## config.mk

```make
export PLATFORM = sky130hd
export DESIGN_NAME = arf_filter
export DESIGN_NICKNAME = d
export VERILOG_FILES = /design/src/arf_pkg.sv /design/src/arf_filter.sv
export SDC_FILE = /design/constraint.sdc
export NUM_CORES = 1
export LEC_CHECK = 0
export BUFFER_PORTS_ARGS = -buffer_cell sky130_fd_sc_hd__buf_2
export CORE_MARGIN = 4
export CORE_UTILIZATION = 58
export DETAILED_ROUTE_END_ITERATION = 12
export PLACE_DENSITY = 0.81
export RECOVER_POWER = 50
export SLEW_MARGIN = 20
export SYNTH_ARGS = -nofsm -noshare
export SYNTH_HDL_FRONTEND = slang
export SYNTH_SLANG_ARGS = --single-unit
```

## constraint.sdc

```tcl
create_clock -name ref_clk -period 2.8 [get_ports ref_clk]
set_input_delay 0.14 -clock ref_clk [delete_from_list [all_inputs] [get_ports ref_clk]]
set_output_delay 0.14 -clock ref_clk [all_outputs]
set_load 0.005 [all_outputs]
```

## src/arf_pkg.sv

```systemverilog
// package for the asynchronous request filter block
// assumes one 200 MHz clock and an Avalon-MM register slave
package arf_pkg;
    // register word addresses (byte address = 4 * index)
    localparam logic [3:0] ACC_HI_SET = 4'h0;
    localparam logic [3:0] ACC_HI_CLR = 4'h1;
    localparam logic [3:0] ACC_LO_SET = 4'h2;
    localparam logic [3:0] ACC_LO_CLR = 4'h3;
    localparam logic [3:0] DIR_HI_SET = 4'h4;
    localparam logic [3:0] DIR_HI_CLR = 4'h5;
    localparam logic [3:0] DIR_LO_SET = 4'h6;
    localparam logic [3:0] DIR_LO_CLR = 4'h7;
    localparam logic [3:0] RANGE_LIM = 4'h8;
    localparam logic [3:0] BUS_CTRL = 4'h9;
    // constants
    localparam logic [9:0] LOCAL_BUS_ALIAS = 10'h3FF;
    localparam logic [31:0] FILTER_RESET = 32'h0000_0000;
    localparam logic [31:0] LIMIT_RESET = 32'h0000_0000;
    localparam logic [47:0] ROM_LOW_END = 48'h0000_0000_0400;
    localparam logic [47:0] LIMIT_ABSENT = 48'h0001_0000_0000;
    localparam int REMOTE_BIT = 31;

    // request from the link receive side
    typedef struct packed {
        logic [15:0] sourceId;
        logic [47:0] offset;
        logic isResponse;
        logic isRomQuadRead;
        logic isResourceReg;
    } arf_req_t;

    // routing verdict
    typedef enum logic [1:0] {ROUTE_DROP, ROUTE_DMA, ROUTE_DIRECT, ROUTE_BYPASS} arf_route_t;

    typedef struct packed {
        logic valid;
        logic ack;
        arf_route_t route;
    } arf_verdict_t;

    // whole block state
    typedef struct packed {
        logic [31:0] accHi;
        logic [31:0] accLo;
        logic [31:0] dirHi;
        logic [31:0] dirLo;
        logic [31:0] limit;
        logic [9:0] localBus;
        logic [31:0] readData;
        logic readValid;
        arf_verdict_t verdict;
    } arf_state_t;
endpackage

```

## src/arf_filter.sv

```systemverilog
// asynchronous request filter: acceptance, range check and routing
// assumes link logic presents one request per reqValid cycle, synchronous inputs
// Notes on behaviour
// - non-low-ROM requests pick acceptance bit by source
// - acceptance bit zero: no ack, discard
// - acceptance bit one: accept, then route
// - offset at or above limit goes DMA
// - DMA context disabled: drop silently
// - node bit admits alias or local bus
// - remote bit admits any other bus
// - set address sets, clear address clears
// - both addresses read present acceptance bits
// - bus reset clears acceptance words
// - below limit, direct bit picks unit
// - direct node bit matches alias/local bus
// - direct remote bit matches other buses
// - direct words change only by set/clear or bus reset
// - refused direct goes DMA if enabled
// - direct words readable, cleared by bus reset
// - range is zero up to limit
// - limit is high 32 of 48 bits
// - optional limit; absent reads zero, 4GB range
// - ROM quadlet reads, resource registers bypass
// - responses never filtered
// - bus reset sets local bus to 3FF
module arf_filter #(
    parameter bit LIMIT_PRESENT = 1'b1
) (
    input wire logic ref_clk,
    input wire logic rst,
    input wire logic busReset,
    input wire logic dmaEnabled,
    input wire logic reqValid,
    input wire arf_pkg::arf_req_t req,
    output arf_pkg::arf_verdict_t verdict,
    input wire logic [5:0] avs_address,
    input wire logic avs_read,
    input wire logic avs_write,
    input wire logic [31:0] avs_writedata,
    input wire logic [3:0] avs_byteenable,
    output logic [31:0] avs_readdata,
    output logic avs_waitrequest
);
    import arf_pkg::*;

    arf_state_t st;      // every flop of the block
    arf_state_t next_st; // its next value

    // byte-lane mask from Avalon byteenable
    function automatic logic [31:0] laneMask(input logic [3:0] be);
        laneMask = {{8{be[3]}}, {8{be[2]}}, {8{be[1]}}, {8{be[0]}}};
    endfunction

    // filter lookup shared by both filter pairs
    function automatic logic filterHit(input logic [31:0] hi, input logic [31:0] lo,
                                       input logic [15:0] src, input logic [9:0] localBus);
        logic [9:0] bus;
        logic [5:0] node;
        logic [63:0] all;
        bus = src[15:6];
        node = src[5:0];
        all = {hi, lo};
        if (bus == LOCAL_BUS_ALIAS || bus == localBus)
            filterHit = all[node];
        else
            filterHit = hi[REMOTE_BIT];
    endfunction

    logic [3:0] wordIdx;     // register index
    logic [31:0] byteMask;   // bits reachable through enabled byte lanes
    logic filtered;          // request is subject to both filters
    logic [31:0] wrBits;
    logic accOk;
    logic dirOk;
    logic [47:0] rangeEnd;
    logic inRange;

    assign wordIdx = avs_address[5:2];
    // a part-select of a function result is not legal, so the mask gets its own net
    assign byteMask = laneMask(avs_byteenable);
    // everything outside the bypass cases goes through the filters
    assign filtered = !req.isResponse && !req.isRomQuadRead && !req.isResourceReg
                      && req.offset >= ROM_LOW_END;
    assign wrBits = avs_writedata & laneMask(avs_byteenable);

    // limit as 48-bit, low 16 bits zero; absent limit gives 4GB
    assign rangeEnd = LIMIT_PRESENT ? {st.limit, 16'h0000} : LIMIT_ABSENT;
    assign inRange = req.offset < rangeEnd;
    assign accOk = filterHit(st.accHi, st.accLo, req.sourceId, st.localBus);
    assign dirOk = filterHit(st.dirHi, st.dirLo, req.sourceId, st.localBus);

    // read answer one cycle after request; waitrequest until then
    assign avs_waitrequest = (avs_read || avs_write) && !st.readValid;
    assign avs_readdata = st.readData;
    assign verdict = st.verdict;

    // next-state logic
    always_comb
    begin
        next_st = st;
        next_st.readValid = 1'b0;
        next_st.verdict = '{valid: 1'b0, ack: 1'b0, route: ROUTE_DROP};
        // register access: first cycle latches read data, second cycle completes
        if ((avs_read || avs_write) && !st.readValid)
        begin
            next_st.readValid = 1'b1;
            // reads return present state at either address
            case (wordIdx)
                ACC_HI_SET, ACC_HI_CLR: next_st.readData = st.accHi;
                ACC_LO_SET, ACC_LO_CLR: next_st.readData = st.accLo;
                DIR_HI_SET, DIR_HI_CLR: next_st.readData = st.dirHi;
                DIR_LO_SET, DIR_LO_CLR: next_st.readData = st.dirLo;
                RANGE_LIM: next_st.readData = LIMIT_PRESENT ? st.limit : LIMIT_RESET;
                BUS_CTRL: next_st.readData = {22'h00_0000, st.localBus};
                default: next_st.readData = 32'h0000_0000;
            endcase
        end
        // writes land only at the edge where waitrequest is seen low,
        // so a master that abandons a stalled write changes nothing
        if (avs_write && st.readValid)
        begin
            begin
                case (wordIdx)
                    ACC_HI_SET: next_st.accHi = st.accHi | wrBits;
                    ACC_HI_CLR: next_st.accHi = st.accHi & ~wrBits;
                    ACC_LO_SET: next_st.accLo = st.accLo | wrBits;
                    ACC_LO_CLR: next_st.accLo = st.accLo & ~wrBits;
                    DIR_HI_SET: next_st.dirHi = st.dirHi | wrBits;
                    DIR_HI_CLR: next_st.dirHi = st.dirHi & ~wrBits;
                    DIR_LO_SET: next_st.dirLo = st.dirLo | wrBits;
                    DIR_LO_CLR: next_st.dirLo = st.dirLo & ~wrBits;
                    RANGE_LIM:
                    begin
                        if (LIMIT_PRESENT)
                            next_st.limit = (st.limit & ~laneMask(avs_byteenable)) | wrBits;
                    end
                    BUS_CTRL: next_st.localBus = (avs_writedata[9:0] & byteMask[9:0])
                                               | (st.localBus & ~byteMask[9:0]);
                    default: ;
                endcase
            end
        end
        // request verdict, one cycle after reqValid
        if (reqValid)
        begin
            next_st.verdict.valid = 1'b1;
            // bypass cases; low ROM is always open
            if (req.isResponse || req.isRomQuadRead || req.isResourceReg || req.offset < ROM_LOW_END)
            begin
                next_st.verdict.ack = 1'b1;
                next_st.verdict.route = ROUTE_BYPASS;
            end
            else if (!accOk)
            begin
                next_st.verdict.route = ROUTE_DROP;
            end
            // accepted, direct when in range and allowed
            else if (inRange && dirOk)
            begin
                next_st.verdict.ack = 1'b1;
                next_st.verdict.route = ROUTE_DIRECT;
            end
            // to DMA, or dropped when disabled
            else
            begin
                next_st.verdict.ack = dmaEnabled;
                next_st.verdict.route = dmaEnabled ? ROUTE_DMA : ROUTE_DROP;
            end
        end
        // bus reset clears filters, resets bus number
        if (busReset)
        begin
            next_st.accHi = FILTER_RESET;
            next_st.accLo = FILTER_RESET;
            next_st.dirHi = FILTER_RESET;
            next_st.dirLo = FILTER_RESET;
            next_st.localBus = LOCAL_BUS_ALIAS;
        end
    end

    // state register
    always_ff @(posedge ref_clk)
    begin
        if (rst)
        begin
            st <= '0;
            st.localBus <= LOCAL_BUS_ALIAS;
            st.limit <= LIMIT_RESET;
        end
        else
            st <= next_st;
    end

    a_refuse_noack: assert property (@(posedge ref_clk) disable iff (rst)
        reqValid && !req.isResponse && !req.isRomQuadRead && !req.isResourceReg
        && req.offset >= ROM_LOW_END && !accOk && !busReset |=> !verdict.ack)
        else $error("refused request was acknowledged");
    a_reset_clears: assert property (@(posedge ref_clk) disable iff (rst)
        busReset |=> st.accHi == 32'h0000_0000 && st.accLo == 32'h0000_0000)
        else $error("acceptance words not cleared");
    // direct words cleared after bus reset
    a_direct_clears: assert property (@(posedge ref_clk) disable iff (rst)
        busReset |=> st.dirHi == 32'h0000_0000 && st.dirLo == 32'h0000_0000)
        else $error("direct words not cleared");
    a_bus_alias: assert property (@(posedge ref_clk) disable iff (rst)
        busReset |=> st.localBus == 10'h3FF)
        else $error("local bus number not reset");
    a_dma_off: assert property (@(posedge ref_clk) disable iff (rst)
        !dmaEnabled && reqValid |=> verdict.route != ROUTE_DMA)
        else $error("request sent to disabled DMA context");
    a_range_dma: assert property (@(posedge ref_clk) disable iff (rst)
        reqValid && !inRange |=> verdict.route != ROUTE_DIRECT)
        else $error("out-of-range request sent direct");
    a_resp_pass: assert property (@(posedge ref_clk) disable iff (rst)
        reqValid && req.isResponse |=> verdict.route == ROUTE_BYPASS && verdict.ack)
        else $error("response was filtered");
    a_set_write: assert property (@(posedge ref_clk) disable iff (rst)
        avs_write && !avs_waitrequest && wordIdx == ACC_LO_SET && !busReset
        && avs_byteenable == 4'hF |=> (st.accLo & $past(avs_writedata)) == $past(avs_writedata))
        else $error("set write did not set bits");
    a_read_state: assert property (@(posedge ref_clk) disable iff (rst)
        avs_read && !st.readValid && wordIdx == ACC_HI_CLR |=> avs_readdata == $past(st.accHi))
        else $error("read data not filter state");

    // every request gets exactly one verdict, one cycle later
    a_verdict_pulse: assert property (@(posedge ref_clk) disable iff (rst)
        reqValid |=> verdict.valid)
        else $error("request got no verdict");

    // no verdict without a request
    a_no_spurious: assert property (@(posedge ref_clk) disable iff (rst)
        !reqValid |=> !verdict.valid)
        else $error("verdict without request");

    // a dropped request is never acknowledged
    a_drop_noack: assert property (@(posedge ref_clk) disable iff (rst)
        verdict.route == ROUTE_DROP |-> !verdict.ack)
        else $error("dropped request acknowledged");

    // acknowledge only travels with a verdict
    a_ack_valid: assert property (@(posedge ref_clk) disable iff (rst)
        verdict.ack |-> verdict.valid)
        else $error("acknowledge without verdict");

    // low config area stays open whatever the filters hold
    a_rom_open: assert property (@(posedge ref_clk) disable iff (rst)
        reqValid && req.offset < ROM_LOW_END |=> verdict.ack && verdict.route == ROUTE_BYPASS)
        else $error("low config request filtered");

    // config quadlet reads skip the filters
    a_rom_read: assert property (@(posedge ref_clk) disable iff (rst)
        reqValid && req.isRomQuadRead |=> verdict.route == ROUTE_BYPASS)
        else $error("config read filtered");

    // resource register accesses skip the filters
    a_resource_pass: assert property (@(posedge ref_clk) disable iff (rst)
        reqValid && req.isResourceReg |=> verdict.route == ROUTE_BYPASS)
        else $error("resource access filtered");

    // accepted and out of range goes to an enabled DMA context
    a_out_dma: assert property (@(posedge ref_clk) disable iff (rst)
        reqValid && filtered && accOk && !inRange && dmaEnabled |=> verdict.route == ROUTE_DMA && verdict.ack)
        else $error("out-of-range request not sent to DMA");

    // accepted, in range and allowed goes direct
    a_direct_in: assert property (@(posedge ref_clk) disable iff (rst)
        reqValid && filtered && accOk && inRange && dirOk |=> verdict.route == ROUTE_DIRECT && verdict.ack)
        else $error("allowed request not sent direct");

    // refused by the direct filter, DMA enabled: DMA
    a_refused_dma: assert property (@(posedge ref_clk) disable iff (rst)
        reqValid && filtered && accOk && inRange && !dirOk && dmaEnabled |=> verdict.route == ROUTE_DMA)
        else $error("direct refusal not sent to DMA");

    // refused by the direct filter, DMA disabled: dropped
    a_refused_drop: assert property (@(posedge ref_clk) disable iff (rst)
        reqValid && filtered && accOk && inRange && !dirOk && !dmaEnabled
        |=> verdict.route == ROUTE_DROP && !verdict.ack)
        else $error("direct refusal not dropped");

    // a zero limit leaves no direct range at all
    a_limit_zero: assert property (@(posedge ref_clk) disable iff (rst)
        LIMIT_PRESENT && st.limit == 32'h0000_0000 |-> !inRange)
        else $error("range open with zero limit");

    // remote source without the remote bit is refused
    a_remote_acc: assert property (@(posedge ref_clk) disable iff (rst)
        reqValid && filtered && req.sourceId[15:6] != LOCAL_BUS_ALIAS && req.sourceId[15:6] != st.localBus
        && !st.accHi[REMOTE_BIT] |=> !verdict.ack)
        else $error("remote source accepted");

    // clear address clears the acceptance high word
    a_acc_hi_clear: assert property (@(posedge ref_clk) disable iff (rst)
        avs_write && !avs_waitrequest && wordIdx == ACC_HI_CLR && !busReset
        && avs_byteenable == 4'hF |=> (st.accHi & $past(avs_writedata)) == 32'h0000_0000)
        else $error("clear write did not clear bits");

    // clear address clears the acceptance low word
    a_acc_lo_clear: assert property (@(posedge ref_clk) disable iff (rst)
        avs_write && !avs_waitrequest && wordIdx == ACC_LO_CLR && !busReset
        && avs_byteenable == 4'hF |=> (st.accLo & $past(avs_writedata)) == 32'h0000_0000)
        else $error("clear write did not clear low bits");

    // set address sets the direct low word
    a_dir_set: assert property (@(posedge ref_clk) disable iff (rst)
        avs_write && !avs_waitrequest && wordIdx == DIR_LO_SET && !busReset
        && avs_byteenable == 4'hF |=> (st.dirLo & $past(avs_writedata)) == $past(avs_writedata))
        else $error("direct set write did not set bits");

    // clear address clears the direct high word
    a_dir_hi_clear: assert property (@(posedge ref_clk) disable iff (rst)
        avs_write && !avs_waitrequest && wordIdx == DIR_HI_CLR && !busReset
        && avs_byteenable == 4'hF |=> (st.dirHi & $past(avs_writedata)) == 32'h0000_0000)
        else $error("direct clear write did not clear bits");

    // clear address clears the direct low word
    a_dir_lo_clear: assert property (@(posedge ref_clk) disable iff (rst)
        avs_write && !avs_waitrequest && wordIdx == DIR_LO_CLR && !busReset
        && avs_byteenable == 4'hF |=> (st.dirLo & $past(avs_writedata)) == 32'h0000_0000)
        else $error("direct clear write did not clear low bits");

    // a stalled write leaves the acceptance words alone
    a_stall_nowrite: assert property (@(posedge ref_clk) disable iff (rst)
        avs_write && avs_waitrequest && !busReset
        |=> st.accHi == $past(st.accHi) && st.accLo == $past(st.accLo))
        else $error("write landed while stalled");

    // one wait cycle per access
    a_one_wait: assert property (@(posedge ref_clk) disable iff (rst)
        (avs_read || avs_write) && avs_waitrequest |=> !avs_waitrequest)
        else $error("access stalled too long");

    // direct word read returns state
    a_read_direct: assert property (@(posedge ref_clk) disable iff (rst)
        avs_read && !st.readValid && wordIdx == DIR_LO_CLR |=> avs_readdata == $past(st.dirLo))
        else $error("read data not direct state");

    // limit reads back, or zero when absent
    a_limit_read: assert property (@(posedge ref_clk) disable iff (rst)
        avs_read && !st.readValid && wordIdx == RANGE_LIM
        |=> avs_readdata == (LIMIT_PRESENT ? $past(st.limit) : 32'h0000_0000))
        else $error("limit read wrong");

    // local bus number is software-writable
    a_bus_write: assert property (@(posedge ref_clk) disable iff (rst)
        avs_write && !avs_waitrequest && wordIdx == BUS_CTRL && !busReset
        && avs_byteenable == 4'hF |=> st.localBus == $past(avs_writedata[9:0]))
        else $error("local bus number not written");
endmodule

```

-- After elaboration in Yosys (flattened, before gate mapping)
Index checks and enable logic that the tools add are counted.
- input bits: 116
- logic and storage cells: 87
- output and inout bits: 37
- bits in registers: 207
- reduce and logical (&&, ||, !) cells: 26
- eq/ne operators: 11
- muxes and demuxes: 18
- bitwise logic cells: 18
- $lt $le $gt $ge: 3
- operators by type and width (kind ; count):
    32-bit case mux with 2 select lines ; 4
    32-bit bitwise AND ; 6
    32-bit case mux with 6 select lines ; 1
    32-bit OR ; 5
    32-bit NOT ; 2
    48-bit by 11-bit less-than comparator with 1-bit output, second input constant ; 1
    48-bit less-than comparator ; 1
    10-bit bitwise AND ; 2
    4-bit by 3-bit equality test with 1-bit output, second input constant ; 4
    1-bit binary-select mux with 6-bit select ; 2
    2-bit AND reduction ; 6
    2-bit OR reduction ; 6
    10-bit equality test ; 1
    10-bit equality test, second input constant ; 1
    10-bit NOT ; 1
    10-bit OR ; 1
    4-bit by 2-bit equality test with 1-bit output, second input constant ; 2
    4-bit equality test, second input constant ; 2
    2-bit nonzero test ; 4
    6-bit by 7-bit less-than comparator with 1-bit output, second input constant ; 1
    1-bit 2-to-1 mux ; 7
    3-bit 2-to-1 mux ; 2
    1-bit logical OR ; 5
    4-bit by 1-bit equality test with 1-bit output, second input constant ; 1
    other kinds (6) ; 8

-- Logic depth before layout (Yosys ltp)
- depth in word-level cells: 8
- mapped depth: 10
- depth with buffers taken out: 9

-- Worst setup path after synthesis
Ideal clock, no wire load.
- path kind: input port to flip-flop
- start point: input port req[52] (netlist bit)
- end point: register st, in the netlist verdict[2]
- buffers on the path: 3
- data arrival time: 2.308 ns
- stages: 10
- setup slack: 0.343 ns
- cells stage by stage: clkbuf_1 > clkbuf_1 > buf_2 > mux4_2 > mux4_2 > nand2_1 > o211ai_1 > and4b_1 > a31oi_1 > o21ai_0
- cells in the longest elaborated chain, start to end: 7
- elaborated cells between the ends (all ways): 10
- those cells by class: mux (9); reduce/logical (1)
- RTL lines (element ; line ; RTL):
    start, declared ; arf_filter.sv:34 ; input wire arf_pkg::arf_req_t req,
    1-bit binary-select mux with 6-bit select ; arf_filter.sv:64 ; filterHit = all[node];
    1-bit 2-to-1 mux (not written as such) ; arf_filter.sv:64 ;
    1-bit 2-to-1 mux ; arf_filter.sv:63 ; if (bus == LOCAL_BUS_ALIAS || bus == localBus)
    1-bit logical AND ; arf_filter.sv:158 ; else if (inRange && dirOk)
    3-bit 2-to-1 mux ; arf_filter.sv:158 ;
    1-bit 2-to-1 mux * ; arf_filter.sv:153 ; else if (!accOk)
    3-bit 2-to-1 mux * ; arf_filter.sv:148 ; if (req.isResponse || req.isRomQuadRead || req.isResourceReg || req.offset < ROM_LOW_END)
    end signal, assigned ; arf_filter.sv:191 ; st <= next_st;
    end, declared ; arf_filter.sv:46 ; arf_state_t st;
Every way passes the cells marked *; elsewhere a longest branch is shown, timed or not. The select of a mux whose other input is x is not followed.
A chain may end at the register's enable or synchronous reset.

==> flow_summary_export.csv <==
group,metric,value,unit
power,clkPwrFrac,43.0,%
yosys,netlist_area,10900,um2
yosys,synth_fp_nets,1391,
sta,finalSetupViolCount,0,
cells_and_area,final_cells,1535,
critical_path,max_stage_delay,0.54,ns
route,final_antenna_net_count,0,
placement,io_buffers,140,
clocking,cts_tree,"yes",
die,die_area,21000,um2
grt,antenna_found_initial,1,
yosys,synthTopCellsByArea,"dfxtp_1, a311oi_1, a21oi_1, a22oi_1, mux4_2",
power,swShare,24.9,%
sta,min_period,2.49,ns
grt,overflow,0,
yosys,synthArstFlopShare,0,%
cells_and_area,finalInstanceArea,12300,um2
yosys,seq_area_frac_synth,38.1,%
worst_hold_path,hold_path.class,"input pin to flop",
run_status,status,"finished with violations",
placement,gp_congestion,0.925,
grt,grt_pass1_vias,9611,
yosys,synth_top_area_share,38.1,%
critical_path,cp.required,3.22,ns
power,switchingPower,0.00156,W
grt,grt_use_total,31.5,%
critical_path,end_kind,"flop",
worst_hold_path,whs_path_depth,3,
clocking,htree_levels,1,
sta,slew_violations,34,
die,initial_core_util,59.7,%
sta,tns,0,ns
die,ioPinCount,153,
route,routedWlPerCell,22.6,um
die,num_rows,49,
cells_and_area,syn_to_final_growth,12.9,%
sta,max_slew.worst_pin.slew,1.66,ns
route,drc,0,
die,die_h,145,um
power,p_per_area,511,nW/um2
placement,placed_cells,1460,
grt,grt_max_degree,79,
die,die_w,145,um
critical_path,crit_buf_inv,0,
clocking,clkSlewWorstSetupHoldPaths,0.06,ns
sta,slew_headroom,-10.8,%
die,core-area,18200,um2
placement,hpwlAfterDp,22500,um
critical_path,arrival,2.91,ns
clocking,cts.sinks,207,
critical_path,criticalPathCategory,"flop to flop",
power,p_int,0.00471,W
route,first_pass_iters,8,
placement,post_dp_cell_area,11300,um2
power,seqPwrFrac,47.3,%
sta,period_share,89.1,%
sta,hold_viol_final,0,
power,p_leak,4.03,nW
yosys,synth_edf_count,0,
critical_path,crit_chain,"mux4_2 -> a22oi_1 -> a21oi_1 -> or4_1 -> mux2_2 -> and2_4 -> o31ai_2",
yosys,ys_ff_latch,207,
cells_and_area,layout-drive-gt1-share,15.4,%
cells_and_area,layout_commonest_cell,"a21oi_1",
cells_and_area,final_cell_mix,"a21oi_1, dfxtp_1, a311oi_1",
clocking,cts_made_buffers,21,
route,viasPerCell,6.97,
run_status,violations,"capacitance limit, slew limit",
sta,grt_setup_unrepaired,"no",
clocking,clk_latency,0.50,ns
sta,max_clock_freq,401,MHz
yosys,synth_cell_types,46,
sta,skew,0.00914,ns
critical_path,slowest_stage,"or4_1",
worst_hold_path,min_from,"avs_byteenable[2]",
power,vdd_drop_max,0.000333,V
critical_path,rr_endpoint,"verdict[0]",
route,wl,34700,um
critical_path,rr_worst_depth,7,
yosys,synth_ff_type,"dfxtp_1",
clocking,cts_resized,0,
yosys,yosysTopAreaCell,"dfxtp_1",
critical_path,cpLargestDelayFamily,"multiplexers",
critical_path,cp_max_fo,4,
route,vias,10700,
power,comb_power_share,9.8,%
clocking,cts_max_path_buffers,3,
yosys,postSynthCellCount,1244,
power,total_power,0.00627,W
yosys,syn_avg_cell_area,8.73,um2
grt,grt_pass1_wl,52800,um
route,dr.first_iter.drc_count,1538,
clocking,clockRootBuffer,"clkbuf_16",
cells_and_area,nets,1438,
yosys,yosys_warnings,0,
run,maxCapViolations,1,
critical_path,start_kind,"flop",
cells_and_area,fin_util,67.3,%
critical_path,reg2reg_slack,0.31,ns
repair_timing:
action	CTS	global route
hold buffers	37	0
hold endpoints to repair	46	0
buffers inserted	0	0
layer usage:
| metal | up-vias | GRT usage, % | wire, um |
|---|---|---|---|
| li1 | 4795 | - | - |
| met5 | - | 0 | 13 |
| met3 | 89 | 7.13 | 4660 |
| met1 | 4984 | 45.8 | 14100 |
| met2 | 823 | 47.3 | 14900 |
| met4 | 2 | 8.69 | 953 |
cell type report:
cell class,count,area (um2)
fillers,1431,5950
multi-input cells,829,5790
flip-flops and latches,207,4140
repair buffers,199,1260
clock buffers,33,631
well taps,229,287
inverters,33,124
clock inverters,4,23.8
diodes,1,2.50
synthesized netlist by cell type, drive strengths merged, types with 4 or more instances:
master / n
nor2b: 4
mux2i: 6
a21oi: 214
and2: 35
nand3: 41
and3: 6
o21ai: 12
mux4: 32
nand2: 97
nor2: 45
a31oi: 33
ha: 31
xnor2: 4
inv: 33
and4: 5
nand4: 8
a22oi: 82
nor3: 5
nor4: 10
a311oi: 128
dfxtp: 207
buf: 56
clkbuf: 119
xor2: 6
cell families after synthesis:
family,synth area share (%)
fa+ha+maj,3.57
simple gates,11.8
compound gates,29.1
mux,7.77
xor+xnor,0.806
buf+inv,8.74
flops,38.1
through the flow:
stage | hold WS, ns | worst slack, ns
floorplan | 0.242 | 0.343
global placement | 0.394 | 0.128
detailed placement | 0.390 | 0.117
CTS | 0.0157 | 0.338
global route | 0.0600 | 0.262
finish | 0.0330 | 0.305
how the worst max path moves through the flow:
stage,startpoint,end,cells past startpoint
4_1_cts,flop,verdict[0],7
2_1_floorplan,req[52],verdict[2],10
6_report,flop,verdict[0],7
3_5_place_dp,req[51],verdict[0],9
5_1_grt,flop,verdict[0],7
3_3_place_gp,req[51],verdict[0],9
power groups by stage:
stage               sequential, W  clock (W)  combinational, W
floorplan                 0.00303          0          0.000339
global placement          0.00303          0          0.000537
detailed placement        0.00303          0          0.000546
CTS                       0.00296    0.00270          0.000590
global route              0.00296    0.00283          0.000649
finish                    0.00296    0.00269          0.000612
tightest hold or removal path, stage by stage:
cell	delay, ns
buf_2	0.19
nand3_1	0.11
a21oi_1	0.05
No activity file was read; power rests on OpenSTA's default activity.
